===== config.mk =====
export PLATFORM = sky130hd
export DESIGN_NAME = fpps_unit
export DESIGN_NICKNAME = d
export VERILOG_FILES = /design/src/hw/fpps_pkg.sv /design/src/hw/fpps_unit.sv
export VERILOG_INCLUDE_DIRS = /design/src /design/src/hw
export SDC_FILE = /design/constraint.sdc
export NUM_CORES = 1
export LEC_CHECK = 0
export BUFFER_PORTS_ARGS = -buffer_cell sky130_fd_sc_hd__buf_2
export CAP_MARGIN = 20
export CELL_PAD_IN_SITES_DETAIL_PLACEMENT = 0
export CELL_PAD_IN_SITES_GLOBAL_PLACEMENT = 1
export CORE_MARGIN = 2
export CORE_UTILIZATION = 46
export DETAILED_ROUTE_END_ITERATION = 8
export GPL_ROUTABILITY_DRIVEN = 0
export PLACE_DENSITY_LB_ADDON = 0.3
export REMOVE_ABC_BUFFERS = 1
export SLEW_MARGIN = 30
export SYNTH_ARGS = -nofsm -noshare
export SYNTH_HDL_FRONTEND = slang
export SYNTH_SLANG_ARGS = --single-unit

===== constraint.sdc =====
create_clock -name pclk -period 4.4 [get_ports pclk]
set_input_delay 0.66 -clock pclk [delete_from_list [all_inputs] [get_ports pclk]]
set_output_delay 0.66 -clock pclk [all_outputs]
set_load 0.02 [all_outputs]

===== src/hw/fpps_params.svh =====
// Register offsets, field positions and reset values for the PPS unit
`ifndef FPPS_PARAMS_SVH
`define FPPS_PARAMS_SVH
`define FPPS_ADDR_CTRL 12'h000
`define FPPS_ADDR_TSEC 12'h004
`define FPPS_ADDR_TNS 12'h008
`define FPPS_ADDR_WIDTH 12'h00C
`define FPPS_ADDR_INTVL 12'h010
`define FPPS_ADDR_STAT 12'h014
`define FPPS_ADDR_MASK 12'h018
`define FPPS_CMD_LSB 0
`define FPPS_CMD_MSB 3
`define FPPS_MODE_LSB 5
`define FPPS_MODE_MSB 6
`define FPPS_BUSY_BIT 31
`define FPPS_MODE_RST 2'h0
`define FPPS_WIDTH_RST 32'h00000001
`define FPPS_INTVL_RST 32'h00000002
`endif


===== src/hw/fpps_pkg.sv =====
// Types of the flexible PPS target time unit
package fpps_pkg;
   typedef enum logic [3:0] {
      FPPS_CMD_NONE = 4'h0,
      FPPS_CMD_SINGLE = 4'h1,
      FPPS_CMD_TRAIN = 4'h2,
      FPPS_CMD_CANCEL = 4'h3,
      FPPS_CMD_STOP_AT = 4'h4,
      FPPS_CMD_STOP_NOW = 4'h5,
      FPPS_CMD_UNSTOP = 4'h6
   } fpps_cmd_t;
   typedef enum logic [1:0] {
      FPPS_MODE_INT = 2'h0,
      FPPS_MODE_RSVD = 2'h1,
      FPPS_MODE_BOTH = 2'h2,
      FPPS_MODE_PULSE = 2'h3
   } fpps_mode_t;
   typedef enum {
      FPPS_IDLE,
      FPPS_WAIT_SINGLE,
      FPPS_WAIT_TRAIN,
      FPPS_HIGH,
      FPPS_LOW
   } fpps_state_t;
   typedef struct packed {
      logic [31:0] sec;
      logic [31:0] ns;
   } fpps_time_t;
endpackage


===== src/hw/fpps_unit.sv =====
// Flexible PPS output and target time comparator with APB registers
`include "fpps_params.svh"
module fpps_unit
   import fpps_pkg::*;
(
   // Clock and reset
   input wire logic pclk,
   input wire logic presetn,
   // APB slave
   input wire logic psel,
   input wire logic penable,
   input wire logic pwrite,
   input wire logic [11:0] paddr,
   input wire logic [31:0] pwdata,
   output logic [31:0] prdata,
   output logic pready,
   output logic pslverr,
   // Running system time
   input wire fpps_time_t sys_time,
   // Pulse output and interrupt
   output logic pps_out,
   output logic irq
);

   ////////////////////////////////////////////////////////////////////////////
   function automatic logic time_reached(input fpps_time_t now,
                                         input fpps_time_t tgt);
      time_reached = (now.sec > tgt.sec) ||
                     ((now.sec == tgt.sec) && (now.ns >= tgt.ns));
   endfunction

   function automatic fpps_time_t time_add(input fpps_time_t t,
                                           input logic [31:0] n);
      time_add.sec = t.sec;
      time_add.ns = t.ns + n;
   endfunction

   ////////////////////////////////////////////////////////////////////////////
   fpps_mode_t mode;
   fpps_time_t target;
   logic [31:0] width;
   logic [31:0] interval;
   logic busy;
   logic [1:0] status;
   logic [1:0] mask;
   fpps_state_t state;
   logic [31:0] high_cnt;
   logic [31:0] low_cnt;
   logic stop_pending;
   logic hit;
   logic wr;
   logic rd;
   logic [3:0] cmd_wr;
   logic mode_wr;
   logic stat_rd;
   logic pulse_role;
   logic int_role;
   logic [1:0] next_status;

   assign wr = psel && penable && pwrite;
   assign rd = psel && penable && !pwrite;
   assign cmd_wr = (wr && paddr == `FPPS_ADDR_CTRL) ?
                   pwdata[`FPPS_CMD_MSB:`FPPS_CMD_LSB] : 4'h0;
   assign mode_wr = wr && (paddr == `FPPS_ADDR_CTRL) &&
                    (pwdata[`FPPS_MODE_MSB:`FPPS_MODE_LSB] != mode);
   assign stat_rd = rd && (paddr == `FPPS_ADDR_STAT);
   assign pulse_role = (mode == FPPS_MODE_BOTH) ||
                       (mode == FPPS_MODE_PULSE);
   assign int_role = (mode == FPPS_MODE_INT) ||
                     (mode == FPPS_MODE_BOTH);
   assign hit = busy && time_reached(sys_time, target);

   ////////////////////////////////////////////////////////////////////////////
   // Configuration registers
   always_ff @(posedge pclk or negedge presetn) begin
      if (!presetn) begin
         mode <= fpps_mode_t'(`FPPS_MODE_RST);
         width <= `FPPS_WIDTH_RST;
         interval <= `FPPS_INTVL_RST;
         target <= '0;
         mask <= 2'h0;
      end else if (wr) begin
         unique case (paddr)
            `FPPS_ADDR_CTRL: begin
               mode <= fpps_mode_t'(pwdata[`FPPS_MODE_MSB:`FPPS_MODE_LSB]);
            end
            `FPPS_ADDR_TSEC: begin
               target.sec <= pwdata;
            end
            `FPPS_ADDR_TNS: begin
               target.ns <= {1'b0, pwdata[30:0]};
            end
            `FPPS_ADDR_WIDTH: begin
               width <= pwdata;
            end
            `FPPS_ADDR_INTVL: begin
               interval <= pwdata;
            end
            `FPPS_ADDR_MASK: begin
               mask <= pwdata[1:0];
            end
            default: begin
            end
         endcase
      end
   end

   // Target pending flag: set on a nanoseconds write, cleared on a match
   always_ff @(posedge pclk or negedge presetn) begin
      if (!presetn) begin
         busy <= 1'b0;
      end else if (wr && paddr == `FPPS_ADDR_TNS) begin
         busy <= 1'b1;
      end else if (mode_wr && mode == FPPS_MODE_INT) begin
         busy <= 1'b0;
      end else if (hit && !(stop_pending && pulse_role &&
                            state == FPPS_HIGH)) begin
         // A stop match inside a high phase stays armed for the low phase
         busy <= 1'b0;
      end
   end

   ////////////////////////////////////////////////////////////////////////////
   // Pulse sequencer
   always_ff @(posedge pclk or negedge presetn) begin
      if (!presetn) begin
         state <= FPPS_IDLE;
         pps_out <= 1'b0;
         high_cnt <= 32'h0;
         low_cnt <= 32'h0;
         stop_pending <= 1'b0;
      end else begin
         if (cmd_wr == FPPS_CMD_STOP_AT) begin
            stop_pending <= 1'b1;
         end else if (cmd_wr == FPPS_CMD_UNSTOP) begin
            stop_pending <= 1'b0;
         end
         if (cmd_wr == FPPS_CMD_SINGLE) begin
            state <= FPPS_WAIT_SINGLE;
         end else if (cmd_wr == FPPS_CMD_TRAIN) begin
            state <= FPPS_WAIT_TRAIN;
         end else if (cmd_wr == FPPS_CMD_CANCEL &&
                      (state == FPPS_WAIT_SINGLE ||
                       state == FPPS_WAIT_TRAIN)) begin
            state <= FPPS_IDLE;
         end else if (cmd_wr == FPPS_CMD_STOP_NOW) begin
            state <= FPPS_IDLE;
            pps_out <= 1'b0;
            stop_pending <= 1'b0;
         end else begin
            unique case (state)
               FPPS_IDLE: begin
                  pps_out <= 1'b0;
               end
               FPPS_WAIT_SINGLE, FPPS_WAIT_TRAIN: begin
                  if (hit && pulse_role) begin
                     pps_out <= 1'b1;
                     high_cnt <= width;
                     low_cnt <= interval - width;
                     state <= (state == FPPS_WAIT_TRAIN) ? FPPS_HIGH :
                              FPPS_HIGH;
                     stop_pending <= 1'b0;
                     if (state == FPPS_WAIT_SINGLE) begin
                        low_cnt <= 32'h0;
                     end
                  end
               end
               FPPS_HIGH: begin
                  if (high_cnt <= 32'h1) begin
                     pps_out <= 1'b0;
                     state <= (low_cnt == 32'h0) ? FPPS_IDLE : FPPS_LOW;
                  end else begin
                     high_cnt <= high_cnt - 32'h1;
                  end
               end
               FPPS_LOW: begin
                  if (stop_pending && hit && pulse_role) begin
                     state <= FPPS_IDLE;
                     stop_pending <= 1'b0;
                  end else if (low_cnt <= 32'h1) begin
                     pps_out <= 1'b1;
                     state <= FPPS_HIGH;
                     high_cnt <= width;
                     low_cnt <= interval - width;
                  end else begin
                     low_cnt <= low_cnt - 32'h1;
                  end
               end
            endcase
         end
      end
   end

   ////////////////////////////////////////////////////////////////////////////
   // Interrupt status: bit 0 target match, bit 1 pulse train stopped at the stop time
   always_comb begin
      next_status = stat_rd ? 2'h0 : status;
      if (hit && int_role) begin
         next_status[0] = 1'b1;
      end
      if (state == FPPS_LOW && stop_pending && hit && pulse_role) begin
         next_status[1] = 1'b1;
      end
   end

   always_ff @(posedge pclk or negedge presetn) begin
      if (!presetn) begin
         status <= 2'h0;
         irq <= 1'b0;
      end else begin
         status <= next_status;
         irq <= |(next_status & mask);
      end
   end

   ////////////////////////////////////////////////////////////////////////////
   // APB read data, zero-wait answer
   always_ff @(posedge pclk or negedge presetn) begin
      if (!presetn) begin
         prdata <= 32'h0;
         pready <= 1'b0;
         pslverr <= 1'b0;
      end else begin
         pready <= psel && !penable;
         pslverr <= 1'b0;
         prdata <= 32'h0;
         if (psel && !penable && !pwrite) begin
            unique case (paddr)
               `FPPS_ADDR_CTRL: begin
                  prdata <= {25'h0, mode, 5'h0};
               end
               `FPPS_ADDR_TSEC: begin
                  prdata <= target.sec;
               end
               `FPPS_ADDR_TNS: begin
                  prdata <= {busy, target.ns[30:0]};
               end
               `FPPS_ADDR_WIDTH: begin
                  prdata <= width;
               end
               `FPPS_ADDR_INTVL: begin
                  prdata <= interval;
               end
               `FPPS_ADDR_STAT: begin
                  prdata <= {30'h0, status};
               end
               `FPPS_ADDR_MASK: begin
                  prdata <= {30'h0, mask};
               end
               default: begin
                  pslverr <= 1'b1;
               end
            endcase
         end else if (psel && !penable) begin
            pslverr <= !(paddr == `FPPS_ADDR_CTRL || paddr == `FPPS_ADDR_TSEC
                         || paddr == `FPPS_ADDR_TNS
                         || paddr == `FPPS_ADDR_WIDTH
                         || paddr == `FPPS_ADDR_INTVL
                         || paddr == `FPPS_ADDR_MASK);
         end
      end
   end

   ////////////////////////////////////////////////////////////////////////////
   AST_INT_ONLY_NO_PULSE: assert property (
      @(posedge pclk) disable iff (!presetn)
      (mode == FPPS_MODE_INT && state == FPPS_WAIT_SINGLE && $stable(mode))
      |=> !$rose(pps_out))
      else $error("pulse started in interrupt-only mode");
   AST_PULSE_MODE_START: assert property (
      @(posedge pclk) disable iff (!presetn)
      (hit && pulse_role && state == FPPS_WAIT_SINGLE && cmd_wr == 4'h0)
      |=> pps_out)
      else $error("pulse did not start at target");
   AST_PULSE_ONLY_NO_INT: assert property (
      @(posedge pclk) disable iff (!presetn)
      (hit && mode == FPPS_MODE_PULSE && !status[0])
      |=> !status[0])
      else $error("target interrupt raised in pulse-only mode");
   AST_SINGLE_ARMS: assert property (
      @(posedge pclk) disable iff (!presetn)
      (cmd_wr == FPPS_CMD_SINGLE)
      |=> state == FPPS_WAIT_SINGLE)
      else $error("single pulse command not armed");
   AST_WIDTH_TWO: assert property (
      @(posedge pclk) disable iff (!presetn)
      ($rose(pps_out) && high_cnt == 32'h2 && cmd_wr == 4'h0)
      |=> pps_out ##1 !pps_out)
      else $error("pulse width wrong");
   AST_CMD_READS_ZERO: assert property (
      @(posedge pclk) disable iff (!presetn)
      (psel && !penable && !pwrite && paddr == `FPPS_ADDR_CTRL)
      |=> prdata[3:0] == 4'h0)
      else $error("command field did not read as zero");
   AST_CANCEL_SINGLE: assert property (
      @(posedge pclk) disable iff (!presetn)
      (cmd_wr == FPPS_CMD_CANCEL && state == FPPS_WAIT_SINGLE)
      |=> state == FPPS_IDLE)
      else $error("cancel did not drop pending single pulse");
   AST_MERGE_SINGLE: assert property (
      @(posedge pclk) disable iff (!presetn)
      (cmd_wr == FPPS_CMD_SINGLE && pps_out)
      |=> state == FPPS_WAIT_SINGLE && pps_out)
      else $error("single pulse command did not replace the old one");
   AST_TRAIN_ARMS: assert property (
      @(posedge pclk) disable iff (!presetn)
      (cmd_wr == FPPS_CMD_TRAIN)
      |=> state == FPPS_WAIT_TRAIN)
      else $error("train command not armed");
   AST_TRAIN_REPEATS: assert property (
      @(posedge pclk) disable iff (!presetn)
      (state == FPPS_LOW && low_cnt == 32'h1 && !stop_pending
      && cmd_wr == 4'h0)
      |=> pps_out && state == FPPS_HIGH)
      else $error("train did not repeat");
   AST_STOP_AT_TIME: assert property (
      @(posedge pclk) disable iff (!presetn)
      (state == FPPS_LOW && stop_pending && hit && pulse_role
      && cmd_wr == 4'h0)
      |=> state == FPPS_IDLE && !pps_out)
      else $error("train did not stop at the stop time");
   AST_STOP_NOW: assert property (
      @(posedge pclk) disable iff (!presetn)
      (cmd_wr == FPPS_CMD_STOP_NOW)
      |=> !pps_out && state == FPPS_IDLE)
      else $error("stop now did not stop");
   AST_UNSTOP: assert property (
      @(posedge pclk) disable iff (!presetn)
      (cmd_wr == FPPS_CMD_UNSTOP)
      |=> !stop_pending)
      else $error("stop not revoked");
   AST_CANCEL: assert property (
      @(posedge pclk) disable iff (!presetn)
      (cmd_wr == FPPS_CMD_CANCEL && state == FPPS_WAIT_TRAIN)
      |=> state == FPPS_IDLE && !pps_out)
      else $error("cancel did not clear pending pulse");
   AST_BUSY_SET: assert property (
      @(posedge pclk) disable iff (!presetn)
      (wr && paddr == `FPPS_ADDR_TNS)
      |=> busy)
      else $error("busy flag not set on target load");
   AST_BUSY_READ: assert property (
      @(posedge pclk) disable iff (!presetn)
      (psel && !penable && !pwrite && paddr == `FPPS_ADDR_TNS)
      |=> prdata[31] == $past(busy))
      else $error("busy flag read back wrong");
   AST_INT_RAISE: assert property (
      @(posedge pclk) disable iff (!presetn)
      (hit && int_role)
      |=> status[0])
      else $error("target interrupt missed");
   AST_MODE_DROPS: assert property (
      @(posedge pclk) disable iff (!presetn)
      (mode_wr && mode == FPPS_MODE_INT && !hit)
      |=> !busy)
      else $error("mode change kept the pending target");
endmodule


# Word-level counts from Yosys, hierarchy flattened

Index checks and enable logic that the tools add are counted.

Multiplexer cells: 47
Eq/ne operators: 35
Reductions and logical operators: 57
Bitwise gates (word level): 5
Order comparisons: 4
$add $sub $neg: 3

Operator list:

| operator                                                                           | count |
|---|---|
| 32-bit 2-to-1 mux                                                                  | 17 |
| 32-bit case mux with 7 select lines                                                | 1 |
| 32-bit case mux with 3 select lines                                                | 2 |
| 32-bit by 2-bit equality test with 1-bit output (second input constant)            | 3 |
| 32-bit by 3-bit equality test with 1-bit output (second input constant)            | 3 |
| 32-bit by 1-bit less-or-equal comparator with 1-bit output (second input constant) | 2 |
| 32-bit logical NOT                                                                 | 2 |
| 32-bit case mux with 2 select lines                                                | 1 |
| 32-bit by 1-bit subtractor with 32-bit output (second input constant)              | 2 |
| 12-bit by 5-bit equality test with 1-bit output (second input constant)            | 3 |
| 32-bit by 1-bit equality test with 1-bit output (second input constant)            | 1 |
| 32-bit equality test                                                               | 1 |
| 32-bit by 4-bit equality test with 1-bit output (second input constant)            | 1 |
| 32-bit by 31-bit >= comparator with 1-bit output                                   | 1 |
| 32-bit greater-than comparator                                                     | 1 |
| 32-bit subtractor                                                                  | 1 |
| 12-bit by 4-bit equality test with 1-bit output (second input constant)            | 2 |
| 1-bit logical AND                                                                  | 23 |
| 1-bit 2-to-1 mux                                                                   | 21 |
| 7-bit AND reduction                                                                | 2 |
| 12-bit by 3-bit equality test with 1-bit output (second input constant)            | 1 |
| 4-bit by 3-bit equality test with 1-bit output (second input constant)             | 3 |
| 12-bit logical NOT                                                                 | 1 |
| 3-bit inequality test (second input constant)                                      | 4 |
| 25 further kinds                                                                   | 52 |

Logic and storage cells: 168
Output and inout bits: 36
Bits in registers: 267

# Logic depth before layout (Yosys ltp)

Depth in word-level cells: 13
Gate-level depth with buffers: 14

# Worst setup path before layout

OpenSTA, ideal clock, no wires.

Path type: in2reg
From: input sys_time[0] (netlist bit)
To: register high_cnt[10]
Slack: 0.789 ns
Setup time: 0.121 ns
Data required time: 4.279 ns
Stages on the path: 13
Buffers on the path: 2
Data arrival time: 3.489 ns
Cells stage by stage: inv_1 -> ha_1 -> nand2b_1 -> a2111o_1 -> a32oi_1 -> a21oi_1 -> a2111oi_0 -> nor3b_1 -> mux2i_1 -> or3_1 -> buf_6 -> buf_6 -> o22a_1

Longest elaborated chain between the ends: 8
Elaborated cells on any way between the ends: 10

RTL lines:

| item                                               | RTL line         | source |
|---|---|---|
| from (decl)                                        | fpps_unit.sv:19  | `input wire fpps_time_t sys_time,` |
| 32-bit by 31-bit >= comparator with 1-bit output * | fpps_unit.sv:29  | `((now.sec == tgt.sec) && (now.ns >= tgt.ns));` |
| 1-bit logical AND *                                | fpps_unit.sv:29  |  |
| 1-bit logical OR *                                 | fpps_unit.sv:28  | `time_reached = (now.sec > tgt.sec) \|\|` |
| 1-bit logical AND *                                | fpps_unit.sv:71  | `assign hit = busy && time_reached(sys_time, target);` |
| 1-bit logical AND (2 in a row)                     | fpps_unit.sv:177 | `if (stop_pending && hit && pulse_role) begin` |
| 2-bit inequality test (no line)                    | -                |  |
| 9-bit AND reduction (no line) *                    | -                |  |
| to (signal assigned)                               | fpps_unit.sv:158 | `high_cnt <= width;` |
| to (signal assigned)                               | fpps_unit.sv:173 | `high_cnt <= high_cnt - 32'h1;` |
| to (signal assigned)                               | fpps_unit.sv:183 | `high_cnt <= width;` |
| to (decl)                                          | fpps_unit.sv:47  | `logic [31:0] high_cnt;` |

Mark *: on every way between the ends. The rest lies on a longest branch, timed or not.
A chain may end at the register's enable or synchronous reset.

# Worst setup path in the final report

From: register target[63] (netlist bit)
To: register high_cnt[18]

Longest elaborated chain between the ends: 8
Elaborated cells on any way between the ends: 11

RTL lines:

| item                                                                                   | RTL line         | source |
|---|---|---|
| from (decl)                                                                            | fpps_unit.sv:40  | `fpps_time_t target;` |
| parallel branches: the longest is 2 deep, another holds 32-bit greater-than comparator | -                |  |
| 1-bit logical OR *                                                                     | fpps_unit.sv:28  |  |
| 1-bit logical AND *                                                                    | fpps_unit.sv:71  |  |
| 1-bit logical AND (2 in a row)                                                         | fpps_unit.sv:177 |  |
| 2-bit inequality test (no line)                                                        | -                |  |
| 9-bit AND reduction (no line) *                                                        | -                |  |

Mark *: on every way between the ends.

==> results_dict.tcl <==
set metrics [dict create \
    cts_resized 0 \
    rows 64 \
    clkSlewWorstSetupHoldPaths_ns 0.07 \
    synth.ff_latch_count 238 \
    pwr_density_cell_mw_per_mm2 434 \
    period_needed_ns 4.05 \
    post_cts_buffers 0 \
    final_nets 1903 \
    cts_max_level 1 \
    timing.final.ws_setup_ns 0.346 \
    ff_latch_area_mm2 0.00596 \
    r2r_slack_ns 0.35 \
    finalSetupViolCount 0 \
    grt_remaining_overflow 0 \
    p_sw_share_pct 35.9 \
    clkSinkCount 238 \
    combPwrFrac_pct 30.7 \
    hold_buffers 0 \
    max_freq_ghz 0.247 \
    report.final.hold_viol_count 0 \
    fillers 2849 \
    cp-endpoint "high_cnt[18]" \
    cp-startpoint "target[63]" \
    synthTopCellsByCount "236 x dfrtp_1, 140 x a21oi_1, 118 x nand2_1" \
    multiInputGateArea_mm2 0.00768 \
    hold_ws_ns 0.139 \
    leakage_nw 7.69 \
    grt_pass1_vias 12152 \
    cap_violations 0 \
    ios 149 \
    report.final.slew_viol_count 0 \
    track_usage_pct 25.8 \
    reg2reg_depth 13 \
    end_kind "flop" \
    power_switching_w 0.00258 \
    core_mm2 0.0307 \
    ir_drop_uv 381 \
    first_pass_iters 6 \
    pre_cts_ws_ns -0.0392 \
    vias 12523 \
    synthMuxAreaShare_pct 8.20 \
    path_max_fanout 54 \
    yosysWarnings 0 \
    place_inst 2057 \
    syn_to_final_growth_pct 15.1 \
    insertion_delay_ns 0.54 \
    synth.largest_area_cell "dfrtp_1" \
    synth_cell_type_count 79 \
    ant_nets 0 \
    cp.arrival_ns 4.45 \
    synthTopCellsByArea "dfrtp_1 41%, ha_1 8.5%, mux2_2 8.1%, a21oi_1 4.9%, o21ai_0 3.9%" \
    antenna_found_initial 0 \
    timing.final.crit_share_pct 92.1 \
    worstMarginPinSlew_ns 0.885 \
    synthArstFlopShare_pct 100 \
    power_frac_seq_pct 35.4 \
    timing.rr.start "target[63]" \
    syn_area_mm2 0.0144 \
    numCtsBuffers 28 \
    r2r_end "high_cnt[18]" \
    syn_inst 1557 \
    fin_cells 2106 \
    rsz0062_at_grt "false" \
    worstPathRequired_ns 4.80 \
    synth-main-ff-cell "dfrtp_1" \
    drc 0 \
    synth_top_cell_area_share_pct 41.0 \
    power_w 0.00718 \
    synth_compound_area_share_pct 20.5 \
    die_h_um 181 \
    die_w_um 181 \
    synth-edff-count 0 \
    relSlewSlack_pct 41.0 \
    synth_top_family_by_area "compound AO/OA/AOI/OAI gates" \
    die-area_mm2 0.0327 \
    yosysMostFrequentCell "dfrtp_1" \
    via_per_inst 5.95 \
    seq_area_frac_synth_pct 41.4 \
    drt_first_iter_violations 1187 \
    portBuffers 148 \
    syn_area_per_cell_um2 9.24 \
    clk_path_buf_depth 3 \
    p_int_w 0.00460 \
    cp-start-kind "flop" \
    root_buffer "clkbuf_16" \
    start_util_pct 46.9 \
    critical_path_class "reg2reg" \
    grt_max_degree 95 \
    hold_class "in2async" \
    drive_gt1_share_pct 20.8 \
    synthAdderAreaFrac_pct 8.66 \
    antennaDiodeCount 0 \
    grt_pass1_wl_um 68100 \
    synth-xor-area-share_pct 1.58 \
    wl_per_cell_um 20.3 \
    outcome "finished clean" \
    skew_ns 0.00972 \
    dp_hpwl_um 30600 \
    cts_tree "done" \
    clockPowerShare_pct 34.0 \
    synth-simple-area-share_pct 14.3 \
    routed_wl_um 42700 \
]
power groups by stage:
stage	sequential (W)	clock (W)	combinational (W)
after floorplan	0.00252	0	0.00144
after global placement	0.00256	0	0.00214
after detailed placement	0.00257	0	0.00218
after CTS	0.00253	0.00247	0.00219
after global routing	0.00256	0.00258	0.00244
final	0.00254	0.00244	0.00220
flip-flops by register name, indices dropped and copies added, names as in the netlist, 2 cells and up:
name	flops
low_cnt	32
target	63
mask	2
mode	2
state	3
width	32
interval	32
high_cnt	32
prdata	32
status	2
worst min-delay path by stage:
| stage | cells after the start | to |
|---|---|---|
| after detailed placement | 1 | low_cnt[11] |
| after global routing | 1 | prdata[0] |
| after global placement | 2 | high_cnt[15] |
| after CTS | 1 | prdata[0] |
| final | 1 | prdata[0] |
| after floorplan | 0 | busy |
cell usage in the layout, fill, tap and decap left out, types with 4 or more instances in the layout:
| master | n |
|---|---|
| mux2_2 | 103 |
| a31oi_1 | 18 |
| a222oi_1 | 30 |
| nand3_1 | 33 |
| clkbuf_1 | 6 |
| xnor2_1 | 17 |
| buf_2 | 147 |
| bufinv_16 | 4 |
| inv_1 | 112 |
| and3_1 | 11 |
| nand4_1 | 23 |
| o21ai_1 | 41 |
| clkbuf_16 | 29 |
| o22ai_1 | 9 |
| nor3_1 | 40 |
| buf_4 | 37 |
| o31a_1 | 5 |
| nand4b_1 | 6 |
| xor2_1 | 9 |
| nor2_1 | 109 |
| a21o_1 | 11 |
| o21a_1 | 5 |
| a32oi_1 | 9 |
| and2_1 | 8 |
| a22o_1 | 6 |
| nand2_1 | 117 |
| o211ai_1 | 12 |
| a211oi_1 | 8 |
| clkbuf_8 | 4 |
| o21ai_0 | 111 |
| dfrtp_1 | 236 |
| nand2b_1 | 18 |
| a22oi_1 | 21 |
| nor2b_1 | 11 |
| a21oi_1 | 140 |
| clkinv_2 | 5 |
| ha_1 | 98 |
| or3_1 | 10 |
| nor4_1 | 15 |
critical path, cell delays in order, from the launching register on:
cell       delay [ns]
dfrtp_1          0.40
inv_1            0.10
ha_1             0.31
nand4_1          0.25
nor4_1           0.34
buf_4            0.19
nand4_1          0.16
a2111oi_1        0.81
nor3b_1          0.20
mux2i_1          0.18
or3_1            0.35
buf_4            0.29
a21oi_1          0.20
o22ai_1          0.09
stage by stage:
stage | utilization, % | TNS, ns | instance area (um^2)
6_report | 54.0 | 0 | 16600
5_1_grt | 54.0 | 0 | 16600
4_1_cts | 54.0 | 0 | 16600
3_5_place_dp | 50.9 | -0.196 | 15600
3_3_place_gp | 50.9 | 0 | 15600
2_1_floorplan | - | -8.59 | 14000
final cells by class:
cell class                 count  area share, %
clock inverter                10          0.922
clock buffer                  39           4.85
inverter                     112           2.54
tap                          396           2.99
multi-input combinational   1125           46.4
sequential                   238           36.0
timing repair buffer         186           6.33
metal layers:
metal / global-route usage (%) / wire length (um) / share of wire, %
met1: 37.2 / 19600 / 46
met4: 4.52 / 543 / 1.3
met5: 0 / 0 / 0
met2: 42.0 / 19900 / 47
met3: 3.63 / 2670 / 6.3
cells by family (layout without fill, tap and decap cells):
family	Yosys count	after routing
buffers and inverters	194	347
AO/OA/AOI/OAI	471	471
XOR/XNOR	26	26
adder cells (fa/ha/maj)	99	99
flip-flops	238	238
AND/OR/NAND/NOR	424	424
multiplexers	105	105
Power figures use the tool's default switching activity.
